--- config.mk ---
export PLATFORM = sky130hd
export DESIGN_NAME = tpwm_top
export DESIGN_NICKNAME = d
export VERILOG_FILES = /design/src/verilog/tpwm_pkg.sv /design/src/verilog/tpwm_counter.sv /design/src/verilog/tpwm_prescaler.sv /design/src/verilog/tpwm_top.sv
export SDC_FILE = /design/constraint.sdc
export NUM_CORES = 1
export LEC_CHECK = 0
export BUFFER_PORTS_ARGS = -buffer_cell sky130_fd_sc_hd__clkbuf_2
export CAP_MARGIN = 20
export CORE_MARGIN = 4
export CORE_UTILIZATION = 45
export CTS_CLUSTER_DIAMETER = 100
export CTS_CLUSTER_SIZE = 20
export DETAILED_ROUTE_END_ITERATION = 8
export PLACE_DENSITY_LB_ADDON = 0.25
export SLEW_MARGIN = 5
export SYNTH_ARGS = -nofsm -noshare
export SYNTH_HDL_FRONTEND = slang
export SYNTH_SLANG_ARGS = --single-unit
--- constraint.sdc ---
create_clock -name i_clk -period 2.8 [get_ports i_clk]
set_input_delay 0.42 -clock i_clk [delete_from_list [all_inputs] [get_ports i_clk]]
set_output_delay 0.42 -clock i_clk [all_outputs]
set_load 0.02 [all_outputs]
--- src/verilog/tpwm_pkg.sv ---
// constants and types for the timer pwm generator
package tpwm_pkg;
  localparam logic [1:0] TPWM_OFS_CONTROL = 2'h0;
  localparam logic [1:0] TPWM_OFS_BOUND   = 2'h1;
  localparam logic [1:0] TPWM_OFS_SCALING = 2'h2;
  localparam logic [1:0] TPWM_OFS_COUNT   = 2'h3;
  localparam int TPWM_SRC_HI      = 7;
  localparam int TPWM_SRC_LO      = 4;
  localparam int TPWM_CTL_OUTSEL_HI = 3;
  localparam int TPWM_CTL_OUTSEL_LO = 2;
  localparam int TPWM_CTL_PWM     = 1;
  localparam int TPWM_CTL_INV     = 0;
  localparam int TPWM_SCL_RES     = 7;
  localparam int TPWM_PRE_HI      = 6;
  localparam int TPWM_PRE_LO      = 5;
  localparam int TPWM_DIV_HI      = 4;
  localparam int TPWM_DIV_LO      = 0;
  localparam logic [7:0] TPWM_RST_CONTROL = 8'h00;
  localparam logic [7:0] TPWM_RST_BOUND   = 8'h00;
  localparam logic [7:0] TPWM_RST_SCALING = 8'h00;
  localparam logic [7:0] TPWM_RST_COUNT   = 8'h00;
  localparam logic [7:0] TPWM_FULL_8      = 8'hFF;
  localparam logic [7:0] TPWM_FULL_7      = 8'h7F;
  localparam logic [7:0] TPWM_FULL_6      = 8'h3F;
  localparam logic [3:0] TPWM_SRC_STOP    = 4'h0;
  localparam logic [3:0] TPWM_SRC_CORE    = 4'h1;
  typedef enum logic [1:0] {
    TPWM_MODE_PERIOD,
    TPWM_MODE_PWM8,
    TPWM_MODE_PWM_LOW
  } tpwm_mode_t;
endpackage

--- src/verilog/tpwm_counter.sv ---
// eight-bit up counter with software load
`timescale 1ns/100ps
`default_nettype none
module tpwm_counter
  import tpwm_pkg::*;
(
  input  wire logic       i_clk,
  input  wire logic       i_rst,
  input  wire logic       i_tick,
  input  wire logic       i_load,
  input  wire logic [7:0] i_load_val,
  input  wire logic       i_wrap,
  output logic [7:0]      o_count
);
  always_ff @(posedge i_clk) begin
    if (i_rst) begin
      o_count <= TPWM_RST_COUNT;
    end else if (i_load) begin
      o_count <= i_load_val;
    end else if (i_tick) begin
      o_count <= i_wrap ? 8'h00 : o_count + 8'h01;
    end
  end
endmodule
`default_nettype wire

--- src/verilog/tpwm_prescaler.sv ---
// prescaler and scaler producing the scaled timer tick
`timescale 1ns/100ps
`default_nettype none
module tpwm_prescaler
  import tpwm_pkg::*;
(
  input  wire logic       i_clk,
  input  wire logic       i_rst,
  input  wire logic       i_tick,
  input  wire logic [1:0] i_pre_sel,
  input  wire logic [4:0] i_div,
  output logic            o_tick
);
  logic [5:0] pre_cnt;
  logic [4:0] div_cnt;
  logic [5:0] pre_last;
  logic       pre_done;
  logic       div_done;

  assign pre_last = (i_pre_sel == 2'h0) ? 6'h00 :
                    (i_pre_sel == 2'h1) ? 6'h03 :
                    (i_pre_sel == 2'h2) ? 6'h0F : 6'h3F;
  assign pre_done = i_tick && (pre_cnt >= pre_last);
  assign div_done = pre_done && (div_cnt >= i_div);

  always_ff @(posedge i_clk) begin
    if (i_rst) begin
      pre_cnt <= 6'h00;
      div_cnt <= 5'h00;
      o_tick  <= 1'b0;
    end else begin
      o_tick <= div_done;
      if (i_tick) begin
        pre_cnt <= pre_done ? 6'h00 : pre_cnt + 6'h01;
      end
      if (pre_done) begin
        div_cnt <= div_done ? 5'h00 : div_cnt + 5'h01;
      end
    end
  end
endmodule
`default_nettype wire

--- src/verilog/tpwm_top.sv ---
// timer pwm generator: registers, clock select, pwm and period output
// Overview of operation
// - 8-bit pwm period is 256 scaled ticks.
// - 8-bit pwm output is high for bound plus one ticks.
// - control bits seven to four select the counting clock source.
// - scaling bits six to five divide by 1, 4, 16 or 64.
// - scaling bits four to zero further divide by value plus one.
// - software writes an eight-bit bound that sets pwm duty.
// - in pwm mode a bound at full scale holds output high always, or low always with the inversion bit set.
// - pwm with resolution bit set runs a 64 tick period.
// - 6-bit duty is bound plus one over 64.
// - build option makes low resolution 7-bit, period 128.
// - counter counts up and clears on reaching bound in period mode, at top of range in pwm mode.
// - software loads and reads the counter through the count register.
`timescale 1ns/100ps
`default_nettype none
module tpwm_top
  import tpwm_pkg::*;
#(
  parameter bit SEVEN_BIT_RESOLUTION_OPTION = 1'b0
)
(
  input  wire logic       i_clk,
  input  wire logic       i_rst,
  input  wire logic [1:0] i_addr,
  input  wire logic [7:0] i_wdata,
  input  wire logic       i_wr,
  input  wire logic       i_rd,
  input  wire logic [15:0] i_src_tick,
  output logic [7:0]      o_rdata,
  output logic            o_pwm,
  output logic [1:0]      o_pin_sel
);
  logic [7:0] timer_control;
  logic [7:0] timer_bound;
  logic [7:0] timer_scaling;
  logic [7:0] timer_count_value;
  logic       period_phase;
  logic       pwm_out;
  logic       next_pwm;

  wire        wr_control = i_wr && (i_addr == TPWM_OFS_CONTROL);
  wire        wr_bound   = i_wr && (i_addr == TPWM_OFS_BOUND);
  wire        wr_scaling = i_wr && (i_addr == TPWM_OFS_SCALING);
  wire        wr_count   = i_wr && (i_addr == TPWM_OFS_COUNT);

  // source 0 means stopped; otherwise one enable line per source
  wire [3:0]  src_sel = timer_control[TPWM_SRC_HI:TPWM_SRC_LO];
  wire        src_tick = (src_sel == TPWM_SRC_STOP) ? 1'b0 :
                         i_src_tick[src_sel];
  wire        scaled_tick;

  wire        pwm_mode = timer_control[TPWM_CTL_PWM];
  wire        low_res  = timer_scaling[TPWM_SCL_RES];
  wire [7:0]  full_mask = !low_res ? TPWM_FULL_8 :
                          (SEVEN_BIT_RESOLUTION_OPTION ? TPWM_FULL_7
                                                       : TPWM_FULL_6);
  wire        is_top_of_range = (timer_count_value & full_mask) == full_mask;
  wire        hit_bound = timer_count_value == timer_bound;
  wire        wrap = pwm_mode ? is_top_of_range : hit_bound;
  wire [7:0]  count_in_range = timer_count_value & full_mask;
  wire [7:0]  bound_in_range = timer_bound & full_mask;
  // full-scale bound compares at or above every count: always high
  wire        pwm_level = count_in_range <= bound_in_range;

  always_comb begin
    next_pwm = pwm_out;
    if (pwm_mode) begin
      next_pwm = pwm_level;
    end else if (scaled_tick && hit_bound) begin
      next_pwm = !period_phase;
    end
  end

  tpwm_prescaler u_prescaler (
    .i_clk     (i_clk),
    .i_rst     (i_rst),
    .i_tick    (src_tick),
    .i_pre_sel (timer_scaling[TPWM_PRE_HI:TPWM_PRE_LO]),
    .i_div     (timer_scaling[TPWM_DIV_HI:TPWM_DIV_LO]),
    .o_tick    (scaled_tick)
  );

  tpwm_counter u_counter (
    .i_clk      (i_clk),
    .i_rst      (i_rst),
    .i_tick     (scaled_tick),
    .i_load     (wr_count),
    .i_load_val (i_wdata),
    .i_wrap     (wrap),
    .o_count    (timer_count_value)
  );

  always_ff @(posedge i_clk) begin
    if (i_rst) begin
      timer_control <= TPWM_RST_CONTROL;
      timer_bound   <= TPWM_RST_BOUND;
      timer_scaling <= TPWM_RST_SCALING;
    end else begin
      if (wr_control) begin
        timer_control <= i_wdata;
      end
      if (wr_bound) begin
        timer_bound <= i_wdata;
      end
      if (wr_scaling) begin
        timer_scaling <= i_wdata;
      end
    end
  end

  // period mode toggles at each bound match for a 50 percent wave
  always_ff @(posedge i_clk) begin
    if (i_rst) begin
      period_phase <= 1'b0;
      pwm_out      <= 1'b0;
    end else begin
      pwm_out <= next_pwm;
      if (!pwm_mode) begin
        period_phase <= next_pwm;
      end else begin
        period_phase <= 1'b0;
      end
    end
  end

  // inversion lets a second timer act as the complementary half
  always_ff @(posedge i_clk) begin
    if (i_rst) begin
      o_pwm     <= 1'b0;
      o_pin_sel <= 2'h0;
    end else begin
      o_pwm     <= pwm_out ^ timer_control[TPWM_CTL_INV];
      o_pin_sel <= timer_control[TPWM_CTL_OUTSEL_HI:TPWM_CTL_OUTSEL_LO];
    end
  end

  always_ff @(posedge i_clk) begin
    if (i_rst) begin
      o_rdata <= 8'h00;
    end else if (i_rd) begin
      case (i_addr)
        TPWM_OFS_CONTROL: o_rdata <= timer_control;
        TPWM_OFS_BOUND:   o_rdata <= timer_bound;
        TPWM_OFS_SCALING: o_rdata <= timer_scaling;
        TPWM_OFS_COUNT:   o_rdata <= timer_count_value;
        default:          o_rdata <= 8'h00;
      endcase
    end else begin
      o_rdata <= 8'h00;
    end
  end
endmodule
`default_nettype wire
; Yosys cells after proc, flatten, opt, wreduce, memory -nomap -nowiden
; Index checks and enable logic that the tools add are counted.
[word_totals]
elab_cells = 60
memories = 0
mem_bits_rw = 0
reg_bits = 57
latchBits = 0
mem_bits_ro = 0
output_inout_bits = 11
[classes]
n_eq_ne = 7
n_reduce_logical = 14
mul = 0
div_mod_pow = 0
add_sub_neg = 3
muxes = 16
n_bitwise = 4
order_cmp = 4
shifts = 0
[ops]
columns = op, n
row1 = $mux 8, 4
row2 = $pmux 8 s4, 1
row3 = $mux 6, 4
row4 = $and 8x8->8, 2
row5 = $eq 8x8->1, 2
row6 = $add 8x1->8 const B, 1
row7 = $le 8x8->1, 1
row8 = $logic_and 1x1->1, 7
row9 = $add 6x1->6 const B, 1
row10 = $eq 2x2->1 const B, 3
row11 = $ge 6x6->1, 1
row12 = $add 5x1->5 const B, 1
row13 = $ge 5x5->1, 1
row14 = $lt 4x5->1 const B, 1
row15 = $mux 1, 5
row16 = $mux 5, 1
row17 = $bmux 1 s4, 1
row18 = $eq 2x1->1 const B, 2
row19 = $logic_not 2->1, 2
row20 = $logic_not 4->1, 1
row21 = $reduce_or 2->1, 2
row22 = $reduce_bool 2->1, 1
row23 = $logic_not 1->1, 1
row24 = $not 1->1, 1
row25 = $xor 1x1->1, 1

; Longest topological paths before layout
[logic_depth]
ltp_word = 8
mapped_depth = 9
mapped_depth_nobuf = 9

; By module
; Synthesis repeated with hierarchy kept, for this count alone.
[hier_totals]
hier_cells = 328
hier_area_um2 = 3210.6
[modules_own_cells]
columns = mod, cells_per_inst, n_inst, area_each_um2
row1 = tpwm_top, 178, 1, 1874.3
row2 = tpwm_prescaler, 92, 1, 827.0
row3 = tpwm_counter, 58, 1, 509.2

; Least setup slack after synthesis
; Ideal clock, no wire load.
[synth_path]
kind = reg-to-reg
start = register timer_scaling[5]
end = register u_prescaler.div_cnt[2]
path_stages_with_launch = 9
t_arrival_ns = 1.910
required_ns = 2.729
path_slack_ns = 0.819
n_path_buf = 0
cell_sequence = dfxtp_1 -> or2_2 -> ha_1 -> nand2b_1 -> a31oi_1 -> o21ai_2 -> nand3_1 -> or3b_1 -> a21oi_1
[synth_via]
elab_chain_cells = 8
elab_cells_between_ends = 10
classes_between = 1 x order compare / 2 x eq/ne / 4 x mux / 3 x reduce/logical
[synth_rtl]
columns = item, line_no
row1 = from (decl), tpwm_top.sv:36  ; logic [7:0] timer_scaling;
row2 = from (signal assigned), tpwm_top.sv:107  ; timer_scaling <= i_wdata;
row3 = $eq 2x2->1, tpwm_prescaler.sv:22  ; (i_pre_sel == 2'h2) ? 6'h0F : 6'h3F;
row4 = $mux 6, tpwm_prescaler.sv:22
row5 = $mux 6, tpwm_prescaler.sv:21  ; (i_pre_sel == 2'h1) ? 6'h03 :
row6 = $mux 6 (*), tpwm_prescaler.sv:20  ; assign pre_last = (i_pre_sel == 2'h0) ? 6'h00 :
row7 = $ge 6x6->1 (*), tpwm_prescaler.sv:23  ; assign pre_done = i_tick && (pre_cnt >= pre_last);
row8 = $logic_and 1x1->1 (*), tpwm_prescaler.sv:23
row9 = $logic_and 1x1->1, tpwm_prescaler.sv:24  ; assign div_done = pre_done && (div_cnt >= i_div);
row10 = $mux 5, tpwm_prescaler.sv:37  ; div_cnt <= div_done ? 5'h00 : div_cnt + 5'h01;
row11 = to (signal assigned), tpwm_prescaler.sv:37
row12 = to (decl), tpwm_prescaler.sv:15  ; logic [4:0] div_cnt;
; Every way passes the cells marked *; elsewhere a longest branch is shown, timed or not.
; A chain may end at the register's enable or synchronous reset.

; Final worst setup path
[layout_path]
start = register timer_control[5]
end = register u_prescaler.div_cnt[2]
[layout_via]
elab_chain_cells = 6
elab_cells_between_ends = 7
classes_between = 4 x mux / 3 x reduce/logical
[layout_rtl]
columns = item, line_no
row1 = from (decl), tpwm_top.sv:34  ; logic [7:0] timer_control;
row2 = from (signal assigned), tpwm_top.sv:101  ; timer_control <= i_wdata;
row3 = $bmux 1 s4, tpwm_top.sv:50  ; i_src_tick[src_sel];
row4 = $mux 1 (not written as such), tpwm_top.sv:50
row5 = $mux 1 (*), tpwm_top.sv:49  ; wire src_tick = (src_sel == TPWM_SRC_STOP) ? 1'b0 :
row6 = $logic_and 1x1->1 (*), tpwm_prescaler.sv:23
row7 = $logic_and 1x1->1, tpwm_prescaler.sv:24
row8 = $mux 5, tpwm_prescaler.sv:37
; Every way passes the cells marked *; elsewhere a longest branch is shown, timed or not. The select of a mux whose other input is x is not followed.

==> results.md <==
- Per-cell routed wire length: 14.9 um
- Setup Buffers After CTS: 0
- Final setup fails: 0
- XOR/XNOR Fraction of Synth Area: 2.55%
- Synthesized area per cell: 9.53 um^2
- Setup TNS: 0 ns
- Number of synthesized flops with an enable pin: 0
- Final net count: 414
- Post-synthesis compound-gate area fraction: 10.3%
- Largest family of logic cells by synthesized area: simple AND/OR/NAND/NOR gates
- First-pass GRT wire length: 11200 um
- Post-layout minimum cycle time: 2.24 ns
- CP Cell Sequence: mux2i_1 -> mux4_2 -> mux2i_1 -> nand3_1 -> or3b_1 -> a21oi_1
- Post-Route WL: 6580 um
- I/O pin total: 41
- DIE WIDTH: 91.0 um
- Die Span Y: 91.0 um
- Hold buffer count at cts: 0
- Initial Util: 47.4%
- Top-count cell post-synth: dfxtp_1
- Hpwl dp: 4810 um
- Initial DRC count: 100
- Startpoint Class: register
- Commonest cells post-synth: 57 x dfxtp_1, 44 x nor2_1, 29 x mux2i_1
- DP Cell Count: 428
- Post-Synth Adder-Cell Area: 8.89%
- Detail Route Antenna Nets: 0
- Hold Vio Cnt, Final: 0
- Worst Path Required: 3.06 ns
- CP bufs+invs: 0
- Pre-Repair DR Iteration Count: 4
- Via/cell ratio: 5.52
- #FFs+latches synth: 57
- Clk_skew: 0.00572 ns
- Metal-1 WL: 3020 um
- Slew Limit Fails: 0
- Cell Pwr Density: 485 nW/um^2
- Gr usage total: 16.7%
- DR DRC count: 0
- Met2 WL post-DR: 3210 um
- Post-synthesis mux area share: 17.6%
- Top-area cell type share of the netlist area: 36.8%
- Worst-Margin Slew: 0.625 ns
- Final Non-Filler Cells: 441
- Peak supply drop: 333 uV
- Synth warn: 0
- Crit path max fanout: 8
- Mapped Cells: 325
- Crit path max-delay family: multiplexers
- Routed wl met3: 261 um
- Top_reg_cell synth: dfxtp_1
- Crit path kind: register to register
- Hold Crit Class: input pin to register
- Hold slack: 0.388 ns
- Clock buffer depth: 2
- Status: finished, final reports clean
- TritonCTS clock tree: built
- # H-tree levels: 3
- Antenna diodes: 0
- Root Buffer: clkbuf_8
- Max layer used: met4
- Crit path top cell by count: mux2i_1
- Ranking of synthesized cells by area: dfxtp_1 37%, mux2i_1 9.4%, ha_1 8.9%
- Post-synthesis sequential area ratio: 36.8%
- Slowest cell on crit path: dfxtp_1
- Fin crit share: 80.0%
- Num rows: 29
- Simple-Gate Fraction of Synth Area: 19.4%
- Max_cap viols: 0
- Total number of vias: 2434
- Layout cells sized above 1: 18.4%
- Max stage delay on crit path: 0.53 ns
- Die Area: 8270 um^2
- Post-synth top area cell: dfxtp_1
- GRT overflow: 0
- Mapped Area: 3100 um^2
- Slew margin rel.: 58.2%
- Clock Latency Late Sink: 0.33 ns
- CTS buffer count: 9
- Maximum clock rate: 447 MHz
- Initial antenna violation count: 0
- Vias in the first global route: 2371
- TritonCTS Sinks: 57
- Synth cell types: 40
- Crit path capture type: register
- RSZ-0062 raised after global routing: no
- PostCTS Resize Cnt: 0
- CORE AREA: 6530 um^2
- Port Buffers: 39
- Critical Path AT: 2.50 ns
- Worst-path clk slew: 0.06 ns
- Leak Pwr: 1.51 nW
- GPL Wtd Cong: 0.820
- Area added between synthesis and finish: 12.6%
- Mapped Nets: 377
- Largest net degree at the start of global routing: 50
- Async set or reset register ratio after synthesis: 0%
[sequential cells by signal (all words and copies together), names as in the netlist]
register and cells:
o_rdata 8, o_pwm 1, timer_bound 8, timer_scaling 8
u_prescaler.pre_cnt 6, o_pin_sel 2, u_prescaler.o_tick 1, timer_control 8
u_counter.o_count 8, pwm_out 1, u_prescaler.div_cnt 5, period_phase 1
[final timing paths]
| path | startpoint | end | slack (ns) | cells after the start |
|---|---|---|---|---|
| worst max register to register | timer_control[5]$_SDFFE_PP0P_ | u_prescaler.div_cnt[2]$_SDFFE_PP0N_ | 0.56 | 6 |
| worst max-delay path | timer_control[5]$_SDFFE_PP0P_ | u_prescaler.div_cnt[2]$_SDFFE_PP0N_ | 0.56 | 6 |
| worst min-delay path | i_wdata[7] | timer_scaling[7]$_SDFFE_PP0P_ | 0.39 | 3 |
| worst min register to register | timer_control[1]$_SDFFE_PP0P_ | period_phase$_SDFF_PP0_ | 0.46 | 1 |
[cell usage in the layout, fill, tap and decap left out, types with 5 or more instances in the layout]
master | synthesis | routed
inv_1 | 17 | 17
xnor2_1 | 5 | 5
ha_1 | 22 | 22
nand3_1 | 9 | 9
dfxtp_1 | 57 | 57
nor2_1 | 44 | 44
mux4_2 | 9 | 9
clkbuf_2 | 0 | 39
nand2_1 | 11 | 11
a21oi_1 | 16 | 16
mux2i_1 | 29 | 29
nor2b_1 | 14 | 14
a21o_1 | 5 | 5
a221oi_1 | 9 | 9
o21ai_0 | 7 | 7
nand3b_1 | 5 | 5
nand2b_1 | 6 | 6
nor3b_1 | 8 | 8
clkbuf_8 | 0 | 10
[final cells by class]
| class | instances | area (um^2) |
|---|---|---|
| clock buffers | 12 | 145 |
| clock inverters | 1 | 5.00 |
| fillers | 636 | 3040 |
| inverters | 17 | 63.8 |
| multi-input cells | 235 | 1820 |
| flip-flops and latches | 57 | 1140 |
| well taps | 77 | 96.3 |
| repair buffers | 42 | 218 |
[routing by layer]
layer	track usage [%]	vias up
met5	0	-
met4	5.15	0
met3	3.97	10
met2	27.3	45
met1	21.9	1153
li1	-	1226
[where the power goes]
group | leakage, nW | internal, mW | switching [mW] | total [mW]
sequential | 0.462 | 0.834 | 0.0243 | 0.858
clock | 0.0782 | 0.329 | 0.295 | 0.624
combinational | 0.972 | 0.0960 | 0.114 | 0.210
total | 1.51 | 1.26 | 0.433 | 1.69
[logic make-up after synthesis]
family                   Yosys count
AND/OR/NAND/NOR                  117
buffers and inverters             33
XOR/XNOR                           9
multiplexers                      40
adder cells (fa/ha/maj)           22
flip-flops                        57
AO/OA/AOI/OAI                     47
[metrics by stage]
stage	total power [mW]	utilization, %	setup WS [ns]	instance area, um^2
4_1_cts	1.72	53.4	0.519	3490
3_3_place_gp	1.08	51.1	0.541	3340
3_5_place_dp	1.09	51.1	0.529	3340
5_1_grt	1.77	53.4	0.395	3490
2_1_floorplan	1.02	-	0.819	3100
6_report	1.69	53.4	0.561	3490
[worst min-delay path: cells and delay by family]
family | cells | cell delay, ns
buf+inv | 1 | 0.12
mux | 1 | 0.07
simple gates | 1 | 0.07
Note: power is estimated with default switching activity, not from simulation.
